===== src/verilog/cm_pkg.sv =====
// Purpose: Shared constants and types for the clock multiplier control block.
// Assumes: Core clock of 100 MHz; oscillator inputs sampled on that clock.
// Notes: The minimum multiplier input frequency is a plain default, tune per process.
package cm_pkg;
	// Control register location on the special-function bus
	localparam logic [7:0] CM_CTRL_ADDR = 8'h97;
	localparam logic [7:0] CM_CTRL_PAGE = 8'h0F;
	localparam logic [7:0] CM_CTRL_RESET = 8'h00;
	// Field positions inside the control register
	localparam int CM_EN_BIT = 7;
	localparam int CM_INIT_BIT = 6;
	localparam int CM_RDY_BIT = 5;
	localparam int CM_DIV_LSB = 2;
	localparam int CM_SEL_LSB = 0;
	// Input select: bit 0 picks external, bit 1 set means undivided
	localparam int CM_SEL_EXT_BIT = 0;
	localparam int CM_SEL_FULL_BIT = 1;
	// Timing of the digital multiplier model
	localparam int CM_CLK_MHZ = 100;
	localparam int CM_FCM_MIN_KHZ = 2000;
	localparam int CM_MULT = 4;
	localparam int CM_EDGES_PER_REF = 2 * CM_MULT;
	localparam int CM_CNT_W = 16;
	localparam logic [CM_CNT_W-1:0] CM_STEP_MAX =
		CM_CNT_W'(CM_CLK_MHZ * 1000 / CM_FCM_MIN_KHZ / CM_EDGES_PER_REF);
	localparam logic [3:0] CM_EDGES_INIT = 4'(CM_EDGES_PER_REF);
	localparam logic [2:0] CM_LOCK_EDGES = 3'h4;

	typedef enum logic [1:0] {
		CM_OFF = 2'b00,
		CM_ENABLED = 2'b01,
		CM_LOCKING = 2'b11,
		CM_READY = 2'b10
	} cm_state_e;

	// Scaling field to output period in half-periods of the 4x base clock
	function automatic logic [2:0] cm_div_len(input logic [2:0] f);
		logic [2:0] len;
		case (f)
			3'h3: len = 3'h3;
			3'h4: len = 3'h4;
			3'h5: len = 3'h5;
			3'h6: len = 3'h6;
			3'h7: len = 3'h7;
			default: len = 3'h2;
		endcase
		return len;
	endfunction
endpackage


===== src/verilog/cm_gen_if.sv =====
// Purpose: Link between register control and the multiplier generator.
// Assumes: Single clock domain.
// Notes: run low holds the generator cleared.
`timescale 1ns/1ps
interface cm_gen_if;
	logic run;
	logic [1:0] sel;
	logic [2:0] div;
	logic ready;
	modport ctrl (output run, output sel, output div, input ready);
	modport gen (input run, input sel, input div, output ready);
endinterface


===== src/verilog/cm_gen.sv =====
// Purpose: Digital model of the multiplier: 8 edges per reference period, scaled.
// Assumes: Oscillator levels are synchronous to clk_i.
// Notes: Below the minimum input frequency, edges come at the spacing of the minimum input frequency, then hold.
`timescale 1ns/1ps
module cm_gen (
	input wire logic clk_i,
	input wire logic nrst_i,
	input wire logic int_osc_i,
	input wire logic ext_osc_i,
	cm_gen_if.gen gi,
	output logic mul_clk_o
);
	import cm_pkg::*;

	typedef struct packed {
		logic prev;
		logic half;
		logic [CM_CNT_W-1:0] per_cnt;
		logic [CM_CNT_W-1:0] period;
		logic [CM_CNT_W-1:0] step_cnt;
		logic [3:0] edges_left;
		logic [2:0] lock_cnt;
		logic [2:0] phase;
		logic clk_out;
	} cm_gen_s;

	localparam cm_gen_s GEN_RESET = '0;

	cm_gen_s s_r;
	cm_gen_s s_nxt;
	logic ref_rise;
	logic edge_ev;
	logic [2:0] len;

	// Reference pick, halving, period measure, edge spacing and output divide
	always_comb begin
		logic ref_lvl;
		logic src_rise;
		logic [CM_CNT_W-1:0] step;
		ref_lvl = 1'b0;
		src_rise = 1'b0;
		step = '0;
		s_nxt = s_r;
		edge_ev = 1'b0;
		len = cm_div_len(gi.div);
		ref_lvl = gi.sel[CM_SEL_EXT_BIT] ? ext_osc_i : int_osc_i;
		src_rise = ref_lvl & ~s_r.prev;
		// Halved sources take every second rising edge
		ref_rise = src_rise & (gi.sel[CM_SEL_FULL_BIT] | ~s_r.half);
		s_nxt.prev = ref_lvl;
		s_nxt.half = s_r.half ^ src_rise;
		step = {3'b000, s_r.period[CM_CNT_W-1:3]};
		// Clip spacing so slow inputs give fast bursts, not a stretched clock
		if (step > CM_STEP_MAX) begin
			step = CM_STEP_MAX;
		end
		if (step == '0) begin
			step = {{(CM_CNT_W-1){1'b0}}, 1'b1};
		end
		if (s_r.per_cnt != '1) begin
			s_nxt.per_cnt = s_r.per_cnt + 1'b1;
		end
		if (ref_rise) begin
			s_nxt.period = s_r.per_cnt;
			s_nxt.per_cnt = '0;
			s_nxt.edges_left = CM_EDGES_INIT;
			s_nxt.step_cnt = '0;
			if (s_r.lock_cnt != CM_LOCK_EDGES) begin
				s_nxt.lock_cnt = s_r.lock_cnt + 1'b1;
			end
		end else if (s_r.edges_left != 4'h0) begin
			if (s_r.step_cnt + 1'b1 >= step) begin
				s_nxt.step_cnt = '0;
				s_nxt.edges_left = s_r.edges_left - 1'b1;
				edge_ev = 1'b1;
			end else begin
				s_nxt.step_cnt = s_r.step_cnt + 1'b1;
			end
		end
		// Output period of len base half-periods gives 4x times 2/len
		if (edge_ev) begin
			s_nxt.phase = (s_r.phase + 1'b1 >= len) ? 3'h0 : s_r.phase + 1'b1;
		end
		// Odd len leaves high longer than low
		s_nxt.clk_out = (s_r.lock_cnt == CM_LOCK_EDGES) &&
			({1'b0, s_nxt.phase} < ({1'b0, len} + 4'h1) >> 1);
		if (!gi.run) begin
			s_nxt = GEN_RESET;
			s_nxt.prev = ref_lvl;
		end
	end

	// State register
	always_ff @(posedge clk_i or negedge nrst_i) begin
		if (!nrst_i) begin
			s_r <= GEN_RESET;
		end else begin
			s_r <= s_nxt;
		end
	end

	assign gi.ready = (s_r.lock_cnt == CM_LOCK_EDGES);
	assign mul_clk_o = s_r.clk_out;
endmodule


===== src/verilog/cm_clock_multiplier_control.sv =====
// Purpose: Control register and sequencing of the on-chip clock multiplier.
// Assumes: Special-function bus strobes are synchronous one-cycle pulses.
// Notes: Read data appears the cycle after the read strobe.
// Summary of operation
// - Output clock is four times selected input, times programmed scaling factor.
// - Inputs offered: internal and external, each either undivided or halved.
// - Select 00 internal x2, 01 external x2, 10 internal x4, 11 external.
// - Slow input gives eight fast edges per reference period (four output periods at scaling 1), then holds.
// - Bit 7 enables the multiplier; zero disables it.
// - Bit 6 reads zero when enabled; writing one then starts initialise.
// - Bit 5 is read-only ready, one only after lock.
// - Bits 4:2 scale by 1,1,1,2/3,1/2,2/5,1/3,2/7.
// - Scaling 2/3, 2/5, 2/7 may give unequal high and low times.
// - Bits 1:0 choose the clock source fed to the multiplier.
// - Register sits at address 0x97, page 0x0F; resets to zero.
`timescale 1ns/1ps
module cm_clock_multiplier_control (
	input wire logic clk_i,
	input wire logic nrst_i,
	input wire logic [7:0] sfr_addr_i,
	input wire logic [7:0] sfr_page_i,
	input wire logic sfr_wr_i,
	input wire logic sfr_rd_i,
	input wire logic [7:0] sfr_wdata_i,
	output logic [7:0] sfr_rdata_o,
	input wire logic int_osc_i,
	input wire logic ext_osc_i,
	output logic mul_clk_o,
	output logic multiplier_enable_o,
	output logic multiplier_ready_o
);
	import cm_pkg::*;

	typedef struct packed {
		logic en;
		logic init_mem;
		logic [2:0] div;
		logic [1:0] sel;
		cm_state_e state;
		logic [7:0] rdata;
	} cm_ctrl_s;

	localparam cm_ctrl_s CTRL_RESET = '{
		en: CM_CTRL_RESET[CM_EN_BIT],
		init_mem: CM_CTRL_RESET[CM_INIT_BIT],
		div: CM_CTRL_RESET[CM_DIV_LSB +: 3],
		sel: CM_CTRL_RESET[CM_SEL_LSB +: 2],
		state: CM_OFF,
		rdata: 8'h00
	};

	cm_ctrl_s s_r;
	cm_ctrl_s s_nxt;
	logic hit;
	logic wr_hit;
	logic rd_hit;
	logic init_req;
	logic [7:0] read_val;

	cm_gen_if gi ();

	// Address decode on the special-function bus
	assign hit = (sfr_addr_i == CM_CTRL_ADDR) && (sfr_page_i == CM_CTRL_PAGE);
	assign wr_hit = sfr_wr_i && hit;
	assign rd_hit = sfr_rd_i && hit;
	// Initialise only counts once the multiplier was already enabled
	assign init_req = wr_hit && s_r.en && sfr_wdata_i[CM_EN_BIT] &&
		sfr_wdata_i[CM_INIT_BIT];

	// Read view: initialise bit hidden while enabled, ready is live state
	always_comb begin
		read_val = 8'h00;
		read_val[CM_EN_BIT] = s_r.en;
		read_val[CM_INIT_BIT] = s_r.en ? 1'b0 : s_r.init_mem;
		read_val[CM_RDY_BIT] = (s_r.state == CM_READY);
		read_val[CM_DIV_LSB +: 3] = s_r.div;
		read_val[CM_SEL_LSB +: 2] = s_r.sel;
	end

	// Register writes and the enable / initialise / lock sequence
	always_comb begin
		s_nxt = s_r;
		if (wr_hit) begin
			s_nxt.en = sfr_wdata_i[CM_EN_BIT];
			s_nxt.div = sfr_wdata_i[CM_DIV_LSB +: 3];
			s_nxt.sel = sfr_wdata_i[CM_SEL_LSB +: 2];
			// Only remembered while disabled; reads zero once enabled
			s_nxt.init_mem = sfr_wdata_i[CM_INIT_BIT] & ~sfr_wdata_i[CM_EN_BIT];
		end
		case (s_r.state)
			CM_OFF: begin
				if (wr_hit && sfr_wdata_i[CM_EN_BIT]) begin
					s_nxt.state = CM_ENABLED;
				end
			end
			CM_ENABLED: begin
				if (init_req) begin
					s_nxt.state = CM_LOCKING;
				end
			end
			CM_LOCKING: begin
				// A fresh initialise write holds off ready for one more cycle
				if (gi.ready && !init_req) begin
					s_nxt.state = CM_READY;
				end
			end
			CM_READY: begin
				// A fresh initialise re-enters locking; the generator keeps its lock, so ready returns next cycle
				if (init_req) begin
					s_nxt.state = CM_LOCKING;
				end
			end
			default: begin
				s_nxt.state = CM_OFF;
			end
		endcase
		// Disable wins over everything, including a zero write
		if (wr_hit && !sfr_wdata_i[CM_EN_BIT]) begin
			s_nxt.state = CM_OFF;
		end
		// Registered read data; unmapped reads return zero
		if (sfr_rd_i) begin
			s_nxt.rdata = hit ? read_val : 8'h00;
		end
	end

	// State register, all zero after reset
	always_ff @(posedge clk_i or negedge nrst_i) begin
		if (!nrst_i) begin
			s_r <= CTRL_RESET;
		end else begin
			s_r <= s_nxt;
		end
	end

	// Generator runs only while initialising or locked
	assign gi.run = (s_r.state == CM_LOCKING) || (s_r.state == CM_READY);
	assign gi.sel = s_r.sel;
	assign gi.div = s_r.div;

	cm_gen u_gen (
		.clk_i(clk_i),
		.nrst_i(nrst_i),
		.int_osc_i(int_osc_i),
		.ext_osc_i(ext_osc_i),
		.gi(gi),
		.mul_clk_o(mul_clk_o)
	);

	assign sfr_rdata_o = s_r.rdata;
	assign multiplier_enable_o = s_r.en;
	assign multiplier_ready_o = (s_r.state == CM_READY);
endmodule


===== config.mk =====
export PLATFORM = sky130hd
export DESIGN_NAME = cm_clock_multiplier_control
export DESIGN_NICKNAME = d
export VERILOG_FILES = /design/src/verilog/cm_pkg.sv /design/src/verilog/cm_gen_if.sv /design/src/verilog/cm_gen.sv /design/src/verilog/cm_clock_multiplier_control.sv
export SDC_FILE = /design/constraint.sdc
export NUM_CORES = 1
export LEC_CHECK = 0
export ABC_AREA = 1
export BUFFER_PORTS_ARGS = -buffer_cell sky130_fd_sc_hd__buf_4
export CORE_MARGIN = 4
export CORE_UTILIZATION = 36
export DETAILED_ROUTE_END_ITERATION = 8
export PLACE_DENSITY = 0.59
export SYNTH_ARGS = -nofsm -noshare
export SYNTH_HDL_FRONTEND = slang
export SYNTH_SLANG_ARGS = --single-unit

===== constraint.sdc =====
create_clock -name clk_i -period 7.6 [get_ports clk_i]
set_input_delay 0.76 -clock clk_i [delete_from_list [all_inputs] [get_ports clk_i]]
set_output_delay 0.76 -clock clk_i [all_outputs]
set_load 0.02 [all_outputs]

# After elaboration in Yosys (flattened, before gate mapping)
# Cells that the tools add are included.
[totals]
wordCells = 98
regBits = 78
out_inout_bits = 11
[op_classes]
n_mux = 25
n_addsub = 6
bitwise_logic = 8
eq_ne = 21
order_cmp = 4
reduce_logical = 19
[op_table]
columns = ["cell", "count"]
rows = [
  ["two-way mux 60 bit", 1],
  ["two-way mux 20 bit", 2],
  ["adder 16 x 1 -> 16 bit, second input constant", 2],
  ["two-way mux 16 bit", 2],
  ["two-way mux 32 bit", 1],
  ["two-way mux 13 bit", 2],
  ["inequality test 3 bit, second input constant", 6],
  [">= comparator 16 x 13 -> 1 bit", 1],
  ["zero test 16 bit", 1],
  ["inequality test 16 bit, second input constant", 1],
  ["equality test 3 bit, second input constant", 5],
  ["one-hot mux 3 bit (5 select lines)", 1],
  ["> comparator 13 x 3 -> 1 bit, second input constant", 1],
  ["two-way mux 3 bit", 4],
  ["logical AND 1 bit", 9],
  ["equality test 8 x 4 -> 1 bit, second input constant", 1],
  ["equality test 8 bit, second input constant", 1],
  ["two-way mux 2 bit", 4],
  ["two-way mux 8 bit", 1],
  ["adder 3 x 1 -> 3 bit, second input constant", 2],
  ["one-hot mux 2 bit (3 select lines)", 1],
  ["two-way mux 1 bit", 5],
  ["adder 3 x 1 -> 4 bit, second input constant", 1],
  ["equality test 2 bit, second input constant", 2],
  ["other kinds (19)", 26],
]

# Longest topological paths before layout
# Gate-level depths: netlist of the first run.
[logic_depth]
word_depth = 12
depth_mapped = 27

# Modules after synthesis
# From an unflattened synthesis of the first run, not the netlist that was laid out.
[unflattened]
cells_unflattened = 606
area_unflattened_um2 = 4631.9
[by_module_without_submodules]
columns = ["module", "area_per_inst_um2", "cells_each", "n_inst", "seq_area_each_um2"]
rows = [
  ["cm_gen", 3607.2, 469, 1, 1451.4],
  ["cm_clock_multiplier_control", 1024.7, 137, 1, 425.4],
]

# Worst setup path after synthesis of the first run
# No wires, ideal clock.
[synth_timing]
kind = "flip-flop to flip-flop"
start = "reg u_gen.s_r[40] (netlist bit)"
end = "reg u_gen.s_r (netlist bit u_gen.mul_clk_o)"
setup_slack_ns = 4.605
arrival_ns = 2.922
t_required_ns = 7.527
stages_incl_launch_ff = 28
setup_ns = 0.073
path_buffers = 0
cell_sequence = "dfrtp_1 nor4_1 nand2_1 a311oi_1 inv_1 nor2_1 o2bb2ai_1 ha_1 inv_1 nand2_1 nand2_1 nand2_1 nand2_1 nand2_1 nand2_1 nand2_1 nand2_1 nand2_1 nand3_2 nand2_4 nand2_4 nand2_1 o21ai_2 inv_1 ha_1 a21oi_1 nand2_1 a21oi_2"
[synth_lines]
columns = ["item", "line", "source"]
rows = [
  ["start, declared", "cm_gen.sv:29", "cm_gen_s s_r;"],
  ["start signal, assigned", "cm_gen.sv:98", "s_r <= s_nxt;"],
]

# Worst setup path in the final report of the first run
[layout_timing]
start = "reg s_r[8] (netlist bit)"
end = "reg u_gen.s_r[7] (netlist bit)"
[layout_between]
elab_chain_len = 4
word_cells_on_any_way = 7
[layout_rtl]
columns = ["item", "line", "source"]
rows = [
  ["start, declared", "cm_clock_multiplier_control.sv:52", "cm_ctrl_s s_r;"],
  ["start signal, assigned", "cm_clock_multiplier_control.sv:132", "s_r <= s_nxt;"],
  ["equality test 2 bit", "cm_clock_multiplier_control.sv:137", "assign gi.run = (s_r.state == CM_LOCKING) || (s_r.state == CM_READY);"],
  ["logical OR 1 bit (*)", "cm_clock_multiplier_control.sv:137", ""],
  ["inequality test 3 bit (no line)", "n/a", ""],
  ["AND reduction 2 bit (no line)", "n/a", ""],
]
# Mark *: on every way between the ends. The rest lies on a longest branch, timed or not.
# A chain may end at the register's enable or synchronous reset.

==> results of run 1 <==
==> metrics by stage <==
step / hold WS, ps / util (%) / cell area, sq um
6_report: 478 / 43.2 / 5210
5_1_grt: 493 / 43.2 / 5210
4_1_cts: 483 / 43.2 / 5210
3_5_place_dp: 466 / 40.6 / 4890
3_3_place_gp: 458 / 40.6 / 4890
2_1_floorplan: 443 / - / 4480
==> power groups by stage <==
stage | Sequential [mW] | Clock [mW] | Combinational [mW]
floorplan | 0.464 | 0 | 0.255
global placement | 0.467 | 0 | 0.338
detailed placement | 0.470 | 0 | 0.346
CTS | 0.463 | 0.466 | 0.347
global route | 0.467 | 0.485 | 0.396
finish | 0.463 | 0.453 | 0.340
==> synthesized netlist by cell type, drive strengths merged, types with 2 or more instances <==
cell	count
clkinv	2
o21a	2
buf	11
inv	102
nor2	54
clkbuf	3
dfrtp	75
nor4	2
nor3	11
nand3	34
a21oi	23
ha	29
nand4	14
o22ai	17
nand2	111
a31oi	3
xor2	9
o21ai	44
o211ai	2
==> sequential cells by signal, indices dropped and copies added (netlist names) <==
name,cells
u_gen.s_r,57
sfr_rdata_o,8
gi.div,3
s_r,3
gi.sel,2
multiplier_enable_o,1
u_gen.mul_clk_o,1
==> cell type report <==
| type | count | area [sq um] | share of cell area, % |
|---|---|---|---|
| clock buffers | 11 | 243 | 4.66 |
| clock inverters | 4 | 75.1 | 1.44 |
| inverters | 104 | 392 | 7.52 |
| multi-input cells | 376 | 2120 | 40.7 |
| flip-flops and latches | 75 | 1880 | 36.0 |
| well taps | 168 | 210 | 4.03 |
| repair buffers | 39 | 293 | 5.62 |
==> layer usage <==
metal  vias to the layer above  GRT usage [%]  part of all wire (%)
li1                       1900              -                     -
met5                         -              0                     0
met2                        25           22.9                    50
met1                      1694           17.4                    47
met4                         0           5.94                   1.7
met3                         9           2.61                   1.8
==> worst max-delay path, cell delays in order (launching register included) <==
cell	delay, ps
dfrtp_1	370
inv_1	90
ha_1	240
nor2_1	390
inv_1	180
nand2_1	410
inv_1	470
nand3_1	750
nand2_2	190
nor2_1	160
a21oi_2	40
==> worst max-delay path by stage <==
| stage | endpoint | slack (ps) | depth (start not counted) |
|---|---|---|---|
| floorplan | u_gen.mul_clk_o | 4600 | 27 |
| global placement | u_gen.s_r[7] | 3950 | 12 |
| detailed placement | u_gen.s_r[7] | 3870 | 12 |
| CTS | u_gen.s_r[7] | 4070 | 10 |
| global route | u_gen.s_r[10] | 3750 | 10 |
| finish | u_gen.s_r[7] | 4190 | 10 |
==> kinds of logic after synthesis <==
logic type | Yosys count | share of synthesized area, %
other | 1 | 0.0844
adder cells (fa/ha/maj) | 29 | 8.17
AO/OA/AOI/OAI | 97 | 12.6
AND/OR/NAND/NOR | 229 | 23.9
multiplexers | 1 | 0.225
flip-flops | 75 | 42.3
XOR/XNOR | 10 | 1.97
buffers and inverters | 118 | 10.8
==> reports/summary.txt, run 1 <==
Placed cells: 762
Hold_sp: u_gen.s_r[39]
Root Driver: clkbuf_16
Clock Latency Late Sink: 330 ps
Crit-path max FO: 23
Min-Delay Endpoint: u_gen.s_r[39]
Largest net degree at the start of global routing: 76
Switch Pwr: 420 uW
CP arrival: 3630 ps
Initial DRC Count: 177
H-tree Lvls: 3
Static Leak: 2.60 nW
First-pass GRT wire length: 16.0 mm
Total CTS buffers: 9
Top cell type's share of synthesized area: 42.3%
Hold Fails Final Rpt: 0
Max-cap check violation count: 0
Syn_area_per_cell: 7.93 sq um
Via density: 4.67
Die W: 119 um
Buffers on Ports: 39
Post-CTS Setup Inserts: 0
Sequential share of power: 36.9%
Final net count: 664
Die area: 14,200 sq um
Residual DRC: 0
Most frequent cells in the layout: inv_1, nand2_1, dfrtp_1
Core Box Area: 12,100 sq um
#FFs+latches synth: 75
Initial antenna violation count: 0
EDFF count, synth: 0
DRT Wirelength: 9.11 mm
Layout cell share with drive strength beyond 1: 13.1%
Die Y: 119 um
GPL Wtd Cong: 0.775
Number of routed nets with antenna violations: 0
Clock Path Buffers: 2
Non-filler cells, final: 777
Detailed Place HPWL: 6.87 mm
CP Launch Point: s_r[8]
Drt wl/cell: 11.7 um
Worst Clk Skew: 10.9 ps
Kind of critical path: register to register
Top post-synthesis cells by area: dfrtp_1, inv_1, nand2_1, ha_1, nor2_1
CTS resizes: 0
Clock sink count: 75
Worst hold stages: 2
Tightest Pin Transition: 932 ps
Worst-path clk slew: 60 ps
Row count: 40
Synthesis Warnings: 0
Final worst setup slack: 4190 ps
Worst setup SP type: register
Net switching fraction of the power: 33.4%
Via Count: 3,628
# IOs: 41
Max-slew violations: 0
R2r startpoint: s_r[8]
R2r endpoint: u_gen.s_r[7]
Comb power frac: 27.1%
Max Freq: 294 MHz
N_diodes: 0
CTS tree: yes
Initial core utilization: 36.8%
Fill count: 1,199
Sequential fraction of the synthesis area: 42.3%
Area grow syn2layout: 17.3%
Final min period: 3410 ps
Area leader, netlist: dfrtp_1
Synth Cell Area: 4440 sq um
Internal power: 836 uW
Fin crit share: 44.8%
Status: finished, final reports clean
Vias in the first global route: 3,594
Clock share of power: 36.1%
Final setup fails: 0
R2R Setup Slk: 4190 ps
Pwr Total: 1.26 mW
Cell variety after synth: 43
Main synth FF type: dfrtp_1
R2R depth: 10
Asr flop ratio synth: 100%
Post-Synthesis Cells: 560
Slew margin rel.: 37.9%
Total GRT Usage: 13.8%
First-pass DRT Iterations: 4
Hold Buf Count CTS: 0
Post-place setup slack: 3870 ps
Total congestion overflow: 0
Worst hold path class: register to register
Setup total negative slack: 0 ps
RSZ-0062 raised after global routing: false
Worst setup EP type: register
Max VDD drop: 0.000127 V
Crit path required time: 7820 ps
Power Dens Cells: 241 nW/um^2
No activity file was read; power rests on OpenSTA's default activity.
==> run 2: changes to the inputs <==
--- a/config.mk
+++ b/config.mk
@@ -10,7 +10,7 @@
 export CORE_MARGIN = 4
 export CORE_UTILIZATION = 36
 export DETAILED_ROUTE_END_ITERATION = 8
-export PLACE_DENSITY = 0.59
+export PLACE_DENSITY = 0.61
 export SYNTH_ARGS = -nofsm -noshare
 export SYNTH_HDL_FRONTEND = slang
 export SYNTH_SLANG_ARGS = --single-unit
==> constraint.sdc (replaced) <==
create_clock -name clk_i -period 2.99 [get_ports clk_i]
set_input_delay 0.299 -clock clk_i [delete_from_list [all_inputs] [get_ports clk_i]]
set_output_delay 0.299 -clock clk_i [all_outputs]
set_load 0.02 [all_outputs]
==> run 2 against run 1 <==
  * The run now ends with negative setup slack left
  * Cell count up 4.2%
  * Sequential power rose to 2.5 times the previous value
  * Setup slack worse by 4300 ps
  * Hold slack worse by 370 ps
  * Largest power group unchanged
  * Highest routed layer unchanged
  * Critical path type unchanged
  * Largest cell class unchanged
==> reports/summary.txt, run 2 (same netlist as run 1, synthesis figures left out) <==
Final net count: 696
Worst setup SP type: register
GPL Wtd Cong: 0.839
Fill count: 1,198
Final min period: 3060 ps
Crit path required time: 3260 ps
Top reg by flops: u_gen.s_r
Max reg flops: 57
Met2 GRT Util: 25.6%
Status: finished with violations
Clock Latency Late Sink: 330 ps
Clock sink count: 75
Row count: 40
Crit-path max FO: 5
R2r endpoint: u_gen.mul_clk_o
Worst hold path class: primary input to async pin
Detailed Place HPWL: 7.04 mm
Met1 GRT Util: 17.3%
Hold Slack: 110 ps
Total GRT Usage: 14.3%
Final setup fails: 1
CP arrival: 3330 ps
DRT Wirelength: 9.75 mm
Layout cell share with drive strength beyond 1: 20.6%
R2R depth: 27
Max Freq: 326 MHz
Max-slew violations: 0
H-tree Lvls: 3
Kind of critical path: register to register
Via Count: 3,805
Most frequent cells in the layout: inv_1, nand2_1, dfrtp_1
Buffer and inverter count on the worst path: 4
Initial core utilization: 36.8%
Die Y: 119 um
Via density: 4.70
Core Box Area: 12,100 sq um
Hold Fails Final Rpt: 0
Static Leak: 2.76 nW
First-pass GRT wire length: 17.0 mm
Power Dens Cells: 597 nW/um^2
# IOs: 41
Initial DRC Count: 150
Setup total negative slack: -74.8 ps
Pwr Total: 3.32 mW
Final worst setup slack: -74.8 ps
Crit path max-delay cell type: dfrtp_1
Die W: 119 um
CTS tree: yes
Initial antenna violation count: 0
Total CTS buffers: 9
Commonest non-fill, non-tap cell in the layout: inv_1
First-pass DRT Iterations: 6
Delay-heaviest family, CP: simple AND/OR/NAND/NOR gates
Drt wl/cell: 12.0 um
Die area: 14,200 sq um
Slew margin rel.: 35.5%
Fin crit share: 103%
RSZ-0062 raised after global routing: true
Buffers on Ports: 39
R2R Setup Slk: -70 ps
N_diodes: 0
Largest stage delay, worst path: 390 ps
Total congestion overflow: 0
Max VDD drop: 0.000327 V
Residual DRC: 0
Max-cap check violation count: 0
Area grow syn2layout: 25.2%
Vias in the first global route: 3,838
Worst-path clk slew: 60 ps
Hold Buf Count CTS: 0
Most used cell, CP: nand2_1
Clock Path Buffers: 2
Worst Clk Skew: 9.62 ps
Post-place setup slack: -243 ps
Met3 usage: 2.61%
Failing checks: negative setup slack
Worst path depth: 27
Global routing's busiest layer: met2
CP Launch Point: u_gen.s_r[38]
Worst setup EP type: register
Largest net degree at the start of global routing: 76
Number of routed nets with antenna violations: 0
Tightest Pin Transition: 968 ps
Root Driver: clkbuf_16
R2r startpoint: u_gen.s_r[38]
-- run 2: cell count changes in the layout (fill, tap and decap cells not counted), sizes merged --
cell,previous run,this run
buf,39,71
clkbuf,11,10
bufinv,2,1
clkinvlp,2,0
inv,102,104
clkinv,2,5
-- run 2: metal layers --
| metal | share of wire (%) | vias up |
|---|---|---|
| met5 | 0 | - |
| met2 | 52 | 33 |
| met1 | 45 | 1804 |
| li1 | - | 1960 |
| met3 | 1.9 | 8 |
| met4 | 1.1 | 0 |
-- run 2: repair_timing --
action                                 in CTS  in global routing
pin swaps                                  11                  6
setup buffers                               4                  1
setup endpoints to repair                   1                 21
endpoints found under the hold margin       0                  0
resized for setup                          12                 10
-- run 2: worst max path at each step --
stage / end
6_report: u_gen.mul_clk_o
5_1_grt: u_gen.mul_clk_o
4_1_cts: u_gen.mul_clk_o
3_5_place_dp: u_gen.mul_clk_o
3_3_place_gp: u_gen.mul_clk_o
2_1_floorplan: u_gen.mul_clk_o
-- run 2: area by class of cell --
type,instances,area [sq um],share of cell area (%)
repair buffers,71,533,9.58
clock inverters,6,70.1,1.26
inverters,104,392,7.04
multi-input cells,376,2240,40.3
clock buffers,10,239,4.30
well taps,168,210,3.78
flip-flops and latches,75,1880,33.7
-- run 2: stage by stage --
stage               cells  util [%]  instance area [sq um]
finish                810      46.1                   5560
global route          810      46.1                   5560
CTS                   809      45.5                   5490
detailed placement    789      42.2                   5090
global placement      789      42.2                   5090
floorplan             569         -                   4480
-- run 2: worst reg2reg max path, stage by stage, from the launching register on --
cell       delay [ps]
dfrtp_1           390
nor4_2            270
nand2_1            90
a311oi_1          200
inv_1             120
buf_4             150
o2bb2ai_2         120
ha_1              240
inv_1              50
nand2_1            40
nand2_1            50
nand2_1            40
nand2_1            50
nand2_1            50
nand2_1            60
nand2_1            50
nand2_1            50
nand2_1            60
nand3_2            90
nand2_4            70
nand2_8            80
nand2_2            50
o21ai_2            70
inv_2              60
ha_4              220
a21oi_2           110
nand2_1            70
a21oi_2           100
-- run 2: power breakdown --
group / switching, mW / internal [mW]
sequential: 0.0688 / 1.10
combinational: 0.675 / 0.353
clock: 0.446 / 0.677
